<file path="src/rtl/event_ctrl_pkg.sv">
// Purpose: shared constants, types and helpers of the two-stage event
//          controller (system routing stage and core event stage).
// Assumes: one clock, AXI4-Lite register access, 64 peripheral sources.
// Notes:   event class bits: 0 emulation, 1 reset, 2 nmi, 3 exception,
//          4 global enable, 5 hardware error, 6 core timer, 7..15 general.
// Behaviour
// RULE1: fixed priority, lowest class number wins, emulation first
// RULE2: assignment registers route each source to one input
// RULE3: default routing for inputs 7, 8 and 9
// RULE4: default routing for inputs 10 to 13
// RULE5: 16-bit latch, unmask and nesting registers
// RULE6: latch sets on capture, clears on acceptance
// RULE7: latch writes privileged, only where unmask bit clear
// RULE8: set unmask bit lets event be serviced
// RULE9: software touches unmask only when privileged
// RULE10: global enable and disable instruction inputs
// RULE11: nesting register hardware-owned, privileged read only
// RULE12: six 32-bit source control and status registers
// RULE13: source unmask bit gates peripheral source through
// RULE14: status bit shows raw source level
// RULE15: enabled source wakes powered-down processor
// RULE16: shared inputs tolerate repeated pulses, nesting acknowledges
// RULE17: rising edge latched in two cycles, requeued after pend
// RULE18: at least three cycles from edge to pending
// RULE19: inputs 14 and 15 left for software handlers
// RULE20: latch write clears ones, leaves zeros alone
`default_nettype none

package event_ctrl_pkg;

  // sizes
  localparam int NUM_EVT  = 16;
  localparam int NUM_GEN  = 9;
  localparam int GEN_BASE = 7;
  localparam int NUM_SRC  = 64;
  localparam int ASSIGN_W = 4;
  localparam int ADDR_W   = 8;
  localparam int DATA_W   = 32;

  // event class bit positions
  localparam int EVT_EMU = 0;
  localparam int EVT_RST = 1;
  localparam int EVT_NMI = 2;
  localparam int EVT_EXC = 3;
  localparam int EVT_GIE = 4;
  localparam int EVT_HWE = 5;
  localparam int EVT_TMR = 6;

  localparam logic [15:0] NONMASK_BITS = 16'h000F;
  localparam logic [15:0] GEN_BITS     = 16'hFF80;
  localparam logic [15:0] GIE_BIT      = 16'h0010;

  // timing figures in core clock cycles
  localparam int EDGE_DETECT_CYC = 2;
  localparam int MIN_PEND_CYC    = 3;

  // register byte offsets
  localparam logic [7:0] OFS_LATCH   = 8'h00;
  localparam logic [7:0] OFS_UNMASK  = 8'h04;
  localparam logic [7:0] OFS_NEST    = 8'h08;
  localparam logic [7:0] OFS_GIE     = 8'h0C;
  localparam logic [7:0] OFS_SUNM0   = 8'h10;
  localparam logic [7:0] OFS_SUNM1   = 8'h14;
  localparam logic [7:0] OFS_SSTAT0  = 8'h18;
  localparam logic [7:0] OFS_SSTAT1  = 8'h1C;
  localparam logic [7:0] OFS_WAKE0   = 8'h20;
  localparam logic [7:0] OFS_WAKE1   = 8'h24;
  localparam logic [2:0] ASSIGN_PAGE = 3'h2;  // 0x40..0x5C

  // reset values
  localparam logic [15:0] UNMASK_RST = 16'h0000;
  localparam logic [31:0] SRC_RST    = 32'h0000_0000;
  localparam logic        GIE_RST    = 1'b0;

  // axi responses
  localparam logic [1:0] RESP_OKAY   = 2'b00;
  localparam logic [1:0] RESP_SLVERR = 2'b10;

  // last source index of each default routing group
  localparam int SRC_END_ERR   = 10;
  localparam int SRC_END_D1    = 21;
  localparam int SRC_END_D2    = 33;
  localparam int SRC_END_TMR   = 45;
  localparam int SRC_END_FLAG  = 51;
  localparam int SRC_END_D1S   = 53;
  localparam int SRC_END_D2S   = 55;
  localparam int SRC_END_IMEM  = 57;
  localparam int SRC_WATCHDOG  = 58;

  // event request towards the pipeline and its return notice
  typedef struct packed {
    logic       valid;
    logic [3:0] id;
  } evt_req_t;

  typedef struct packed {
    logic       valid;
    logic [3:0] id;
  } evt_ret_t;

  // dedicated event lines into the core stage
  typedef struct packed {
    logic emulation_event;
    logic rst;
    logic nmi;
    logic exc;
    logic hwe;
    logic tmr;
  } core_evt_in_t;

  // default assignment code (input number minus 7) of one source
  function automatic logic [3:0] default_assign(input int i);
    if (i <= SRC_END_ERR) return 4'h0;
    else if (i <= SRC_END_D1) return 4'h1;
    else if (i <= SRC_END_D2) return 4'h2;
    else if (i <= SRC_END_TMR) return 4'h3;
    else if (i <= SRC_END_FLAG) return 4'h4;
    else if (i <= SRC_END_D1S) return 4'h1;
    else if (i <= SRC_END_D2S) return 4'h2;
    else if (i <= SRC_END_IMEM) return 4'h5;
    else if (i == SRC_WATCHDOG) return 4'h6;
    else return 4'h0;
  endfunction : default_assign

  // lowest set bit wins, which is the highest priority
  function automatic logic [4:0] first_set(input logic [15:0] v);
    logic [4:0] r;
    r = 5'h00;
    for (int k = NUM_EVT - 1; k >= 0; k--) begin
      if (v[k]) r = {1'b1, 4'(k)};
    end
    return r;
  endfunction : first_set

endpackage : event_ctrl_pkg

`default_nettype wire

</file>
<file path="src/rtl/two_stage_event_controller.sv">
// Purpose: two-stage event controller: source gating, status, wakeup and
//          routing, then core latch, unmask and nesting of 16 classes.
// Assumes: all event inputs are levels on aclk; pipeline accepts the
//          offered request with a one-cycle accept pulse.
// Notes:   core registers answer only privileged accesses (awprot[0], arprot[0]).
`default_nettype none

module two_stage_event_controller
  import event_ctrl_pkg::*;
#(
  parameter int N_SRC = NUM_SRC
) (
  // clock and reset
  input  wire logic                 aclk,
  input  wire logic                 aresetn,
  // axi4-lite write address
  input  wire logic                 awvalid,
  output logic                      awready,
  input  wire logic [ADDR_W-1:0]    awaddr,
  input  wire logic [2:0]           awprot,
  // axi4-lite write data
  input  wire logic                 wvalid,
  output logic                      wready,
  input  wire logic [DATA_W-1:0]    wdata,
  input  wire logic [3:0]           wstrb,
  // axi4-lite write response
  output logic                      bvalid,
  input  wire logic                 bready,
  output logic [1:0]                bresp,
  // axi4-lite read address
  input  wire logic                 arvalid,
  output logic                      arready,
  input  wire logic [ADDR_W-1:0]    araddr,
  input  wire logic [2:0]           arprot,
  // axi4-lite read data
  output logic                      rvalid,
  input  wire logic                 rready,
  output logic [DATA_W-1:0]         rdata,
  output logic [1:0]                rresp,
  // peripheral sources and power state
  input  wire logic [N_SRC-1:0]     periph_irq,
  input  wire logic                 powered_down,
  output logic                      wake_req,
  // dedicated core events and instruction strobes
  input  wire core_evt_in_t         core_evt_in,
  input  wire logic                 global_irq_enable_instr,
  input  wire logic                 global_irq_disable_instr,
  // pipeline side
  output evt_req_t                  evt_req,
  input  wire logic                 evt_accept,
  input  wire evt_ret_t             evt_ret,
  output logic [NUM_EVT-1:0]        nesting_out
);

  // two source words per register class are fixed by the map
  if (N_SRC != NUM_SRC) begin : g_bad_src
    $error("N_SRC must equal NUM_SRC");
  end

  // register state
  logic [15:0]                 latch_q;  // [RULE5]
  logic [15:0]                 unmask_q;
  logic [15:0]                 nest_q;
  logic                        gie_q;
  logic [N_SRC-1:0]            src_unmask_q;
  logic [N_SRC-1:0]            wake_en_q;
  logic [N_SRC*ASSIGN_W-1:0]   assign_q;
  logic                        wake_q;

  // edge detection pipeline
  logic [15:0]                 raw_in;
  logic [15:0]                 in_q;
  logic [15:0]                 in_qq;
  logic [15:0]                 edge_hit;
  logic [NUM_GEN-1:0]          gen_level;

  // bus state
  logic                        aw_have_q;
  logic                        w_have_q;
  logic [ADDR_W-1:0]           aw_addr_q;
  logic                        aw_priv_q;
  logic [DATA_W-1:0]           w_data_q;
  logic [3:0]                  w_strb_q;
  logic                        bvalid_q;
  logic [1:0]                  bresp_q;
  logic                        rvalid_q;
  logic [DATA_W-1:0]           rdata_q;
  logic [1:0]                  rresp_q;

  // decode and datapath nets
  logic                        do_write;
  logic [DATA_W-1:0]           wmask;
  logic                        wr_core;
  logic                        wr_ok;
  logic [DATA_W-1:0]           rd_val;
  logic                        rd_ok;
  logic [15:0]                 eff_unmask;
  logic [15:0]                 svc_mask;
  logic [4:0]                  cand;
  logic [4:0]                  act;
  logic                        req_valid;
  logic                        take;
  logic [15:0]                 take_bits;
  logic [15:0]                 ret_bits;
  logic [15:0]                 sw_clr;

  // routing stage: gate, then route onto inputs 7..15
  source_router #(
    .N_SRC        (N_SRC)
  ) u_router (
    .src_gated    (periph_irq & src_unmask_q),        // [RULE13]
    .assign_codes (assign_q),
    .gen_level    (gen_level)
  );

  // all event lines side by side in class order; class 4 has no line
  assign raw_in = {gen_level, core_evt_in.tmr, core_evt_in.hwe, 1'b0,
                   core_evt_in.exc, core_evt_in.nmi, core_evt_in.rst,
                   core_evt_in.emulation_event};

  // two stages give the edge; the second edge makes it latched
  always_ff @(posedge aclk) begin
    if (!aresetn) begin
      in_q  <= 16'h0000;
      in_qq <= 16'h0000;
    end else begin
      in_q  <= raw_in;
      in_qq <= in_q;
    end
  end

  assign edge_hit = in_q & ~in_qq;                    // [RULE17]

  // bus write helpers
  assign do_write = aw_have_q & w_have_q & ~bvalid_q;
  assign wmask    = {{8{w_strb_q[3]}}, {8{w_strb_q[2]}},
                     {8{w_strb_q[1]}}, {8{w_strb_q[0]}}};

  // write address class check; core words need privilege
  always_comb begin
    wr_core = 1'b0;
    wr_ok   = 1'b1;
    case (aw_addr_q)
      OFS_LATCH, OFS_UNMASK, OFS_NEST: begin
        wr_core = 1'b1;
        wr_ok   = aw_priv_q;                          // [RULE7] [RULE9]
      end
      OFS_GIE, OFS_SUNM0, OFS_SUNM1, OFS_SSTAT0, OFS_SSTAT1,
      OFS_WAKE0, OFS_WAKE1: begin
        wr_ok = 1'b1;
      end
      default: begin
        wr_ok = (aw_addr_q[7:5] == ASSIGN_PAGE);
      end
    endcase
  end

  // servicing mask: nonmaskable classes always through
  assign eff_unmask = unmask_q | NONMASK_BITS;
  assign svc_mask   = eff_unmask &
                      (gie_q ? 16'hFFFF : ~GEN_BITS);  // [RULE8] [RULE10]

  // best latched candidate against the highest active nesting level
  assign cand = first_set(latch_q & svc_mask);        // [RULE1]
  assign act  = first_set(nest_q & ~GIE_BIT);
  assign req_valid = cand[4] & (~act[4] | (cand[3:0] < act[3:0]));

  assign evt_req.valid = req_valid;
  assign evt_req.id    = cand[3:0];

  // acceptance turns a latched event into a nested one
  assign take      = req_valid & evt_accept;
  assign take_bits = take ? (16'h0001 << cand[3:0]) : 16'h0000;
  assign ret_bits  = evt_ret.valid ? (16'h0001 << evt_ret.id) : 16'h0000;

  // software cancel: only ones, only where the unmask bit is clear
  assign sw_clr = (do_write && wr_ok && aw_addr_q == OFS_LATCH) ?
                  (w_data_q[15:0] & wmask[15:0] & ~eff_unmask) :
                  16'h0000;                           // [RULE7] [RULE20]

  // latch: a fresh edge wins over any clear in the same cycle;
  // while set, further edges merge and are queued after acceptance
  always_ff @(posedge aclk) begin
    if (!aresetn) begin
      latch_q <= 16'h0000;
    end else begin
      latch_q <= (latch_q & ~take_bits & ~sw_clr)     // [RULE6]
                 | edge_hit;                          // [RULE16] [RULE17]
    end
  end

  // nesting: set on acceptance, cleared by the pipeline on return
  always_ff @(posedge aclk) begin
    if (!aresetn) begin
      nest_q <= 16'h0000;
    end else begin
      nest_q <= (nest_q & ~ret_bits) | take_bits;     // [RULE11] [RULE18]
    end
  end

  assign nesting_out = nest_q;                        // [RULE16]

  // core unmask register, maskable classes only
  always_ff @(posedge aclk) begin
    if (!aresetn) begin
      unmask_q <= UNMASK_RST;
    end else if (do_write && wr_ok && aw_addr_q == OFS_UNMASK) begin
      unmask_q <= ((unmask_q & ~wmask[15:0]) |
                   (w_data_q[15:0] & wmask[15:0])) & ~NONMASK_BITS;
    end
  end

  // global enable flag; disable wins if both arrive together
  always_ff @(posedge aclk) begin
    if (!aresetn) begin
      gie_q <= GIE_RST;
    end else if (global_irq_disable_instr) begin
      gie_q <= 1'b0;                                  // [RULE10]
    end else if (global_irq_enable_instr) begin
      gie_q <= 1'b1;                                  // [RULE10]
    end
  end

  // source unmask and wake enable words, byte lanes honoured
  always_ff @(posedge aclk) begin
    if (!aresetn) begin
      src_unmask_q <= {SRC_RST, SRC_RST};
      wake_en_q    <= {SRC_RST, SRC_RST};
    end else if (do_write) begin
      case (aw_addr_q)
        OFS_SUNM0: src_unmask_q[31:0] <=
          (src_unmask_q[31:0] & ~wmask) | (w_data_q & wmask); // [RULE12]
        OFS_SUNM1: src_unmask_q[63:32] <=
          (src_unmask_q[63:32] & ~wmask) | (w_data_q & wmask);
        OFS_WAKE0: wake_en_q[31:0] <=
          (wake_en_q[31:0] & ~wmask) | (w_data_q & wmask);
        OFS_WAKE1: wake_en_q[63:32] <=
          (wake_en_q[63:32] & ~wmask) | (w_data_q & wmask);
        default: begin
        end
      endcase
    end
  end

  // assignment registers; reset gives the default routing
  always_ff @(posedge aclk) begin
    if (!aresetn) begin
      for (int i = 0; i < N_SRC; i++) begin
        assign_q[i*ASSIGN_W +: ASSIGN_W] <=
          default_assign(i);                          // [RULE3] [RULE4]
      end
    end else if (do_write && aw_addr_q[7:5] == ASSIGN_PAGE) begin
      assign_q[aw_addr_q[4:2]*DATA_W +: DATA_W] <=
        (assign_q[aw_addr_q[4:2]*DATA_W +: DATA_W] & ~wmask)
        | (w_data_q & wmask);                         // [RULE2]
    end
  end

  // wake request only while powered down and an enabled source is up
  always_ff @(posedge aclk) begin
    if (!aresetn) begin
      wake_q <= 1'b0;
    end else begin
      wake_q <= powered_down & |(periph_irq & wake_en_q); // [RULE15]
    end
  end

  assign wake_req = wake_q;

  // write channels: address and data taken in either order
  always_ff @(posedge aclk) begin
    if (!aresetn) begin
      aw_have_q <= 1'b0;
      aw_addr_q <= '0;
      aw_priv_q <= 1'b0;
    end else if (awvalid && !aw_have_q) begin
      aw_have_q <= 1'b1;
      aw_addr_q <= awaddr;
      aw_priv_q <= awprot[0];
    end else if (do_write) begin
      aw_have_q <= 1'b0;
    end
  end

  always_ff @(posedge aclk) begin
    if (!aresetn) begin
      w_have_q <= 1'b0;
      w_data_q <= '0;
      w_strb_q <= 4'h0;
    end else if (wvalid && !w_have_q) begin
      w_have_q <= 1'b1;
      w_data_q <= wdata;
      w_strb_q <= wstrb;
    end else if (do_write) begin
      w_have_q <= 1'b0;
    end
  end

  // write response; refused writes change nothing
  always_ff @(posedge aclk) begin
    if (!aresetn) begin
      bvalid_q <= 1'b0;
      bresp_q  <= RESP_OKAY;
    end else if (do_write) begin
      bvalid_q <= 1'b1;
      bresp_q  <= (wr_ok && !(wr_core && aw_addr_q == OFS_NEST)) ?
                  RESP_OKAY : RESP_SLVERR;            // [RULE11]
    end else if (bready) begin
      bvalid_q <= 1'b0;
    end
  end

  assign awready = ~aw_have_q;
  assign wready  = ~w_have_q;
  assign bvalid  = bvalid_q;
  assign bresp   = bresp_q;

  // read decode; core words answer only privileged reads
  always_comb begin
    rd_val = '0;
    rd_ok  = 1'b1;
    case (araddr)
      OFS_LATCH: begin
        rd_val = {16'h0000, latch_q};
        rd_ok  = arprot[0];                           // [RULE7]
      end
      OFS_UNMASK: begin
        rd_val = {16'h0000, eff_unmask};
        rd_ok  = arprot[0];                           // [RULE9]
      end
      OFS_NEST: begin
        rd_val = {16'h0000, nest_q};
        rd_ok  = arprot[0];                           // [RULE11]
      end
      OFS_GIE:    rd_val = {31'h0000_0000, gie_q};
      OFS_SUNM0:  rd_val = src_unmask_q[31:0];
      OFS_SUNM1:  rd_val = src_unmask_q[63:32];
      OFS_SSTAT0: rd_val = periph_irq[31:0];          // [RULE14]
      OFS_SSTAT1: rd_val = periph_irq[63:32];         // [RULE14]
      OFS_WAKE0:  rd_val = wake_en_q[31:0];
      OFS_WAKE1:  rd_val = wake_en_q[63:32];
      default: begin
        if (araddr[7:5] == ASSIGN_PAGE) begin
          rd_val = assign_q[araddr[4:2]*DATA_W +: DATA_W];
        end else begin
          rd_ok = 1'b0;
        end
      end
    endcase
    if (!rd_ok) rd_val = '0;
  end

  // read channel: one read at a time, answer one edge later
  always_ff @(posedge aclk) begin
    if (!aresetn) begin
      rvalid_q <= 1'b0;
      rdata_q  <= '0;
      rresp_q  <= RESP_OKAY;
    end else if (arvalid && !rvalid_q) begin
      rvalid_q <= 1'b1;
      rdata_q  <= rd_val;
      rresp_q  <= rd_ok ? RESP_OKAY : RESP_SLVERR;
    end else if (rready) begin
      rvalid_q <= 1'b0;
    end
  end

  assign arready = ~rvalid_q;
  assign rvalid  = rvalid_q;
  assign rdata   = rdata_q;
  assign rresp   = rresp_q;

endmodule : two_stage_event_controller

`default_nettype wire

</file>
<file path="src/rtl/source_router.sv">
// Purpose: route gated peripheral sources onto the general core inputs.
// Assumes: sources are levels on the core clock.
// Notes:   an assignment code of 9 or more routes the source nowhere.
`default_nettype none

module source_router
  import event_ctrl_pkg::*;
#(
  parameter int N_SRC = NUM_SRC
) (
  // gated source levels
  input  wire logic [N_SRC-1:0]          src_gated,
  // one assignment code per source
  input  wire logic [N_SRC*ASSIGN_W-1:0] assign_codes,
  // levels of general inputs 7..15
  output logic      [NUM_GEN-1:0]        gen_level
);

  // one or-tree per general input; sources sharing it simply merge
  for (genvar g = 0; g < NUM_GEN; g++) begin : g_gen
    logic [N_SRC-1:0] hit;
    for (genvar i = 0; i < N_SRC; i++) begin : g_src
      assign hit[i] = src_gated[i] &
        (assign_codes[i*ASSIGN_W +: ASSIGN_W] == ASSIGN_W'(g)); // [RULE2]
    end
    assign gen_level[g] = |hit;
  end

endmodule : source_router

`default_nettype wire

</file>
<file path="config.mk">
export PLATFORM = sky130hd
export DESIGN_NAME = two_stage_event_controller
export DESIGN_NICKNAME = d
export VERILOG_FILES = /design/src/rtl/event_ctrl_pkg.sv /design/src/rtl/two_stage_event_controller.sv /design/src/rtl/source_router.sv
export SDC_FILE = /design/constraint.sdc
export NUM_CORES = 2
export LEC_CHECK = 0
export BUFFER_PORTS_ARGS = -buffer_cell sky130_fd_sc_hd__buf_2
export CORE_ASPECT_RATIO = 1.2
export CORE_MARGIN = 1.5
export CORE_UTILIZATION = 55
export DETAILED_ROUTE_END_ITERATION = 12
export GPL_TIMING_DRIVEN = 0
export PLACE_DENSITY = 0.86
export SLEW_MARGIN = 40
export SYNTH_ARGS = -nofsm -noshare
export SYNTH_HDL_FRONTEND = slang
export SYNTH_SLANG_ARGS = --single-unit
</file>
<file path="constraint.sdc">
create_clock -name aclk -period 3.3 [get_ports aclk]
set_clock_uncertainty 0.1 [all_clocks]
set_input_delay 0.33 -clock aclk [delete_from_list [all_inputs] [get_ports aclk]]
set_output_delay 0.33 -clock aclk [all_outputs]
set_load 0.005 [all_outputs]
</file>
==> run metrics, run 1 <==
Num CTS Buffers 56; Syn Inst Count 4,078; grt total ovfl roughly 900; Post-DP HPWL 176,000 um; pin count of the biggest net entering global routing 18; starting density of the core 55.53%; global-route wire length before repair 381,400 um; mapped cell area 33,090 um2; ys async rst share 0%; Root Driver clkbuf_16; post-synthesis sequential area ratio approximately 33%; Post-synth top cells nand2_1 (839), dfxtp_1 (543), a21oi_1 (344), clkbuf_1 (262), nand3_1 (245); Netlist cell types 100; yosys warns 0; outcome stopped before the end; Post-synth top flop dfxtp_1; Longest Clk Path Bufs 3; I/O Buffers 197; Failed at global routing (5_1_grt); Placed Instances 5,092; Stop Error [ERROR GRT-0116] Global routing finished with congestion. Check the congestion regions in the DRC Viewer.; vias in the first global route 45.48k; Post-synth EDFFs 0; Placement Setup Slack -1.893 ns; leading area contributor after synthesis dfxtp_1; count leader, synth nand2_1; clock sink total 543; Synth top area share 32.85%; Die Span X 226.9 um; Seq cells post-synth roughly 540; GPL Wtd Cong between 1 and 1.5; # IOs 207; Synth area leaders dfxtp_1 (33%), mux4_2 (10%), nand2_1 (9.5%), a21oi_1 (5.2%), nand3_1 (3.7%); H-tree levels 2; chip height around 270 um; Rows just under 100; gr usage total between 80% and 90%; Placement Cell Area 35,870 um2; Syn Area/Cell 8.115 um2
==> metrics by stage <==
step / hold WS [ns] / setup TNS (ns)
CTS: 0.005098 / -6.211
global placement: 0.3108 / -443.95
floorplan: 0.3044 / 0
detailed placement: 0.3209 / -385.40
==> repair_timing <==
item,4_1_cts
hold endpoints to repair,59
resized for setup,122
pin swaps,19
buffers inserted,28
hold buffers,61
setup endpoints to repair,424
==> kinds of logic after synthesis <==
logic type      synth area share, %
compound gates                18.28
xor+xnor                    0.02647
fa+ha+maj                    0.3025
buf+inv                       5.217
flops                         32.85
mux                           13.36
other cells                 0.01133
simple gates                  29.95
==> per-layer routing <==
layer | overflow | global-route usage [%]
met3 | 26 | 75.21
met1 | 15 | 85.03
met2 | 529 | 97.96
met5 | 5 | 43.35
met4 | 322 | 85.70
==> run 2, diff against run 1 <==
Settings changed: CORE_ASPECT_RATIO 1.2 to default, CORE_UTILIZATION 55 to 40, PLACE_DENSITY 0.86 to default, PLACE_DENSITY_LB_ADDON from default to 0.15.
Clock period 3.3 ns to 4.3 ns, I/O delays scaled along.
==> run metrics, run 2 <==
CP bufs+invs 6; CP Cell Sequence buf_4 > buf_4 > clkinvlp_4 > ha_4 > ha_2 > clkbuf_1 > nand3_1 > clkbuf_2 > clkbuf_2 > o211ai_1; Via density around 7.5; pin count of the biggest net entering global routing 17; most common cell after layout, fill and taps aside nand2_1; CTS tree done; starting density of the core about two fifths; Worst Setup SP aw_addr_q[2]; Seq cells post-synth about 540; CP top delay family buffers and inverters; # IOs 207; Post-synth EDFFs 0; final wirelength 257,600 um; Final Worst Setup Slack -0.09000 ns; critical path startpoint category flip-flop; Worst path slowest cell nand3_1; chip height 290.6 um; Max FO, Critical Path 10; Root Driver clkbuf_16; clock insertion delay at the later pin of the skew report 0.68 ns; worst ir drop on vdd 0.0003653 V; GPL Wtd Cong 1.163; crit path kind flip-flop to flip-flop; leading area contributor after synthesis dfxtp_1; global-route wire length before repair around 330,000 um; Reg-to-Reg Start aw_addr_q[2]; Final period util 102.1%; Post-synth top cells nand2_1 (839), dfxtp_1 (543), a21oi_1 (344), clkbuf_1 (262), nand3_1 (245); Core ar. 81,980 um2; 1st-iter DRT viols 8,378; Syn Inst Count 4,078; Final Max Tran Viols 0; P per Cell Area around 300 nW/um2; count leader, synth nand2_1; yosys warns 0; mapped cell area around 33,000 um2; Placement Setup Slack -1.195 ns; failing checks design-rule violations, negative setup slack; Required @ worst endpoint between 4 and 5 ns; gr usage total between 50 and 60%; drt pass-1 iters 13; DR WL/cell 46.06 um; slew margin rel. between 20% and 30%; Final setup viols 31; I/O Buffers 197; Remaining DRCs 4; commonest cells after routing, fill and taps aside nand2_1 (839), dfxtp_1 (541), a21oi_1 (340), buf_2 (265), nand3_1 (244); Rows 105; Net count, final 4,593; Layout area overhead 19.29%; fin cells around 5.6k; Least-Margin Pin Slew 1.048 ns; Longest Clk Path Bufs 3; Syn Area/Cell 8.115 um2; initial antenna violation count 46; Hold Crit Class primary input to flip-flop; Post-synth top flop dfxtp_1; die area 84,470 um2; vias in the first global route 36.60k; Synth area leaders dfxtp_1 (33%), mux4_2 (10%), nand2_1 (9.5%), a21oi_1 (5.2%), nand3_1 (3.7%); # fillers 7,976; clk slew on worst S/H paths 0.06 ns; H-tree levels 2; clock sink total 543; maxcap violations 0; grt total ovfl 0; largest stage delay on the critical path 0.48 ns; power after layout around 12 mW; WHS ~0.017 ns; Netlist cell types 100; Die Span X approximately 290 um; Hold Crit Start powered_down; Synth top area share 32.85%; Period minus WS final 4.390 ns; share of cells above drive strength 1 a little under a fifth; outcome finished, violations left; Detail Route Antenna Nets 0; detailed-route via count approximately 42k; Leak 13.78 nW; Worst Path Arrival between 4 and 5 ns; Max Clk Rate 227.8 MHz; endpoints failing hold 0; Post-DP HPWL 203,100 um; final core utilization 48.16%; ys async rst share 0%; post-synthesis sequential area ratio 32.85%; Placed Instances 5,373; Num CTS Buffers 60; critical path endpoint category flip-flop
-- run 2: cell families after synthesis --
logic type	count (synthesis)	synth area share, %
adders and majority gates	8	0.3025
other	1	0.01133
DFF	543	32.85
xor gates and xnor gates	1	0.02647
and+or+nand+nor	1936	29.95
AOI/OAI and AO/OA	919	18.28
buffers and inverters	417	5.217
muxes	253	13.36
-- run 2: through the flow --
stage | cell area (um2) | setup TNS [ns]
2_1_floorplan | 33100 | 0
4_1_cts | 39180 | 0
3_5_place_dp | 36450 | -129.14
6_report | 39480 | -1.352
3_3_place_gp | 35420 | -184.02
5_1_grt | 39420 | -0.008412
-- run 2: routing by layer --
metal / GRT usage, % / wire length (um)
met1: 68.96 / 89690
met3: 37.15 / 48670
met5: 4.651 / 926
met2: 74.02 / 92360
met4: 44.07 / 25910
-- run 2: report_power, final --
group          switching (mW)  total (mW)  internal (mW)
logic                    1.07        1.50          0.437
clock network            2.44        5.37           2.94
registers              0.0661        5.15           5.08
total                    3.57        12.0           8.46
-- run 2: cell type report --
class	instances	area (um2)	area share [%]
buffer	357	1610	4.079
inverter	60	229.0	0.5800
sequential	543	10880	27.55
antenna	33	82.58	0.2092
timing repair buffer	300	1933	4.897
multi-input combinational	3119	21440	54.31
clock buffer	79	1674	4.240
clock inverter	31	294.0	0.7448
tap	1070	1339	3.391
-- run 2: path summary, 6_finish.rpt --
check	endpoint	slack, ns	depth (start not counted)
setup / recovery	assign_q[129]	-0.09	10
setup reg to reg	assign_q[129]	-0.09	10
hold reg to reg	in_qq[0]	0.33	2
hold / removal	wake_req	0.02	3
-- run 2: what timing repair did --
| item | CTS | global route |
|---|---|---|
| hold endpoints to repair | 55 | 0 |
| setup buffers | 10 | 8 |
| pin swaps | 6 | 4 |
| endpoints found under the setup margin | 248 | 165 |
| hold buffers | 57 | 0 |
| gates resized for setup | 29 | 23 |
-- run 2: tightest hold or removal path, cell delays in order --
cell and delay [ns]:
buf_2 0.10, nand2_1 0.14, a21oi_1 0.05
(Power assumes the default switching activity.)
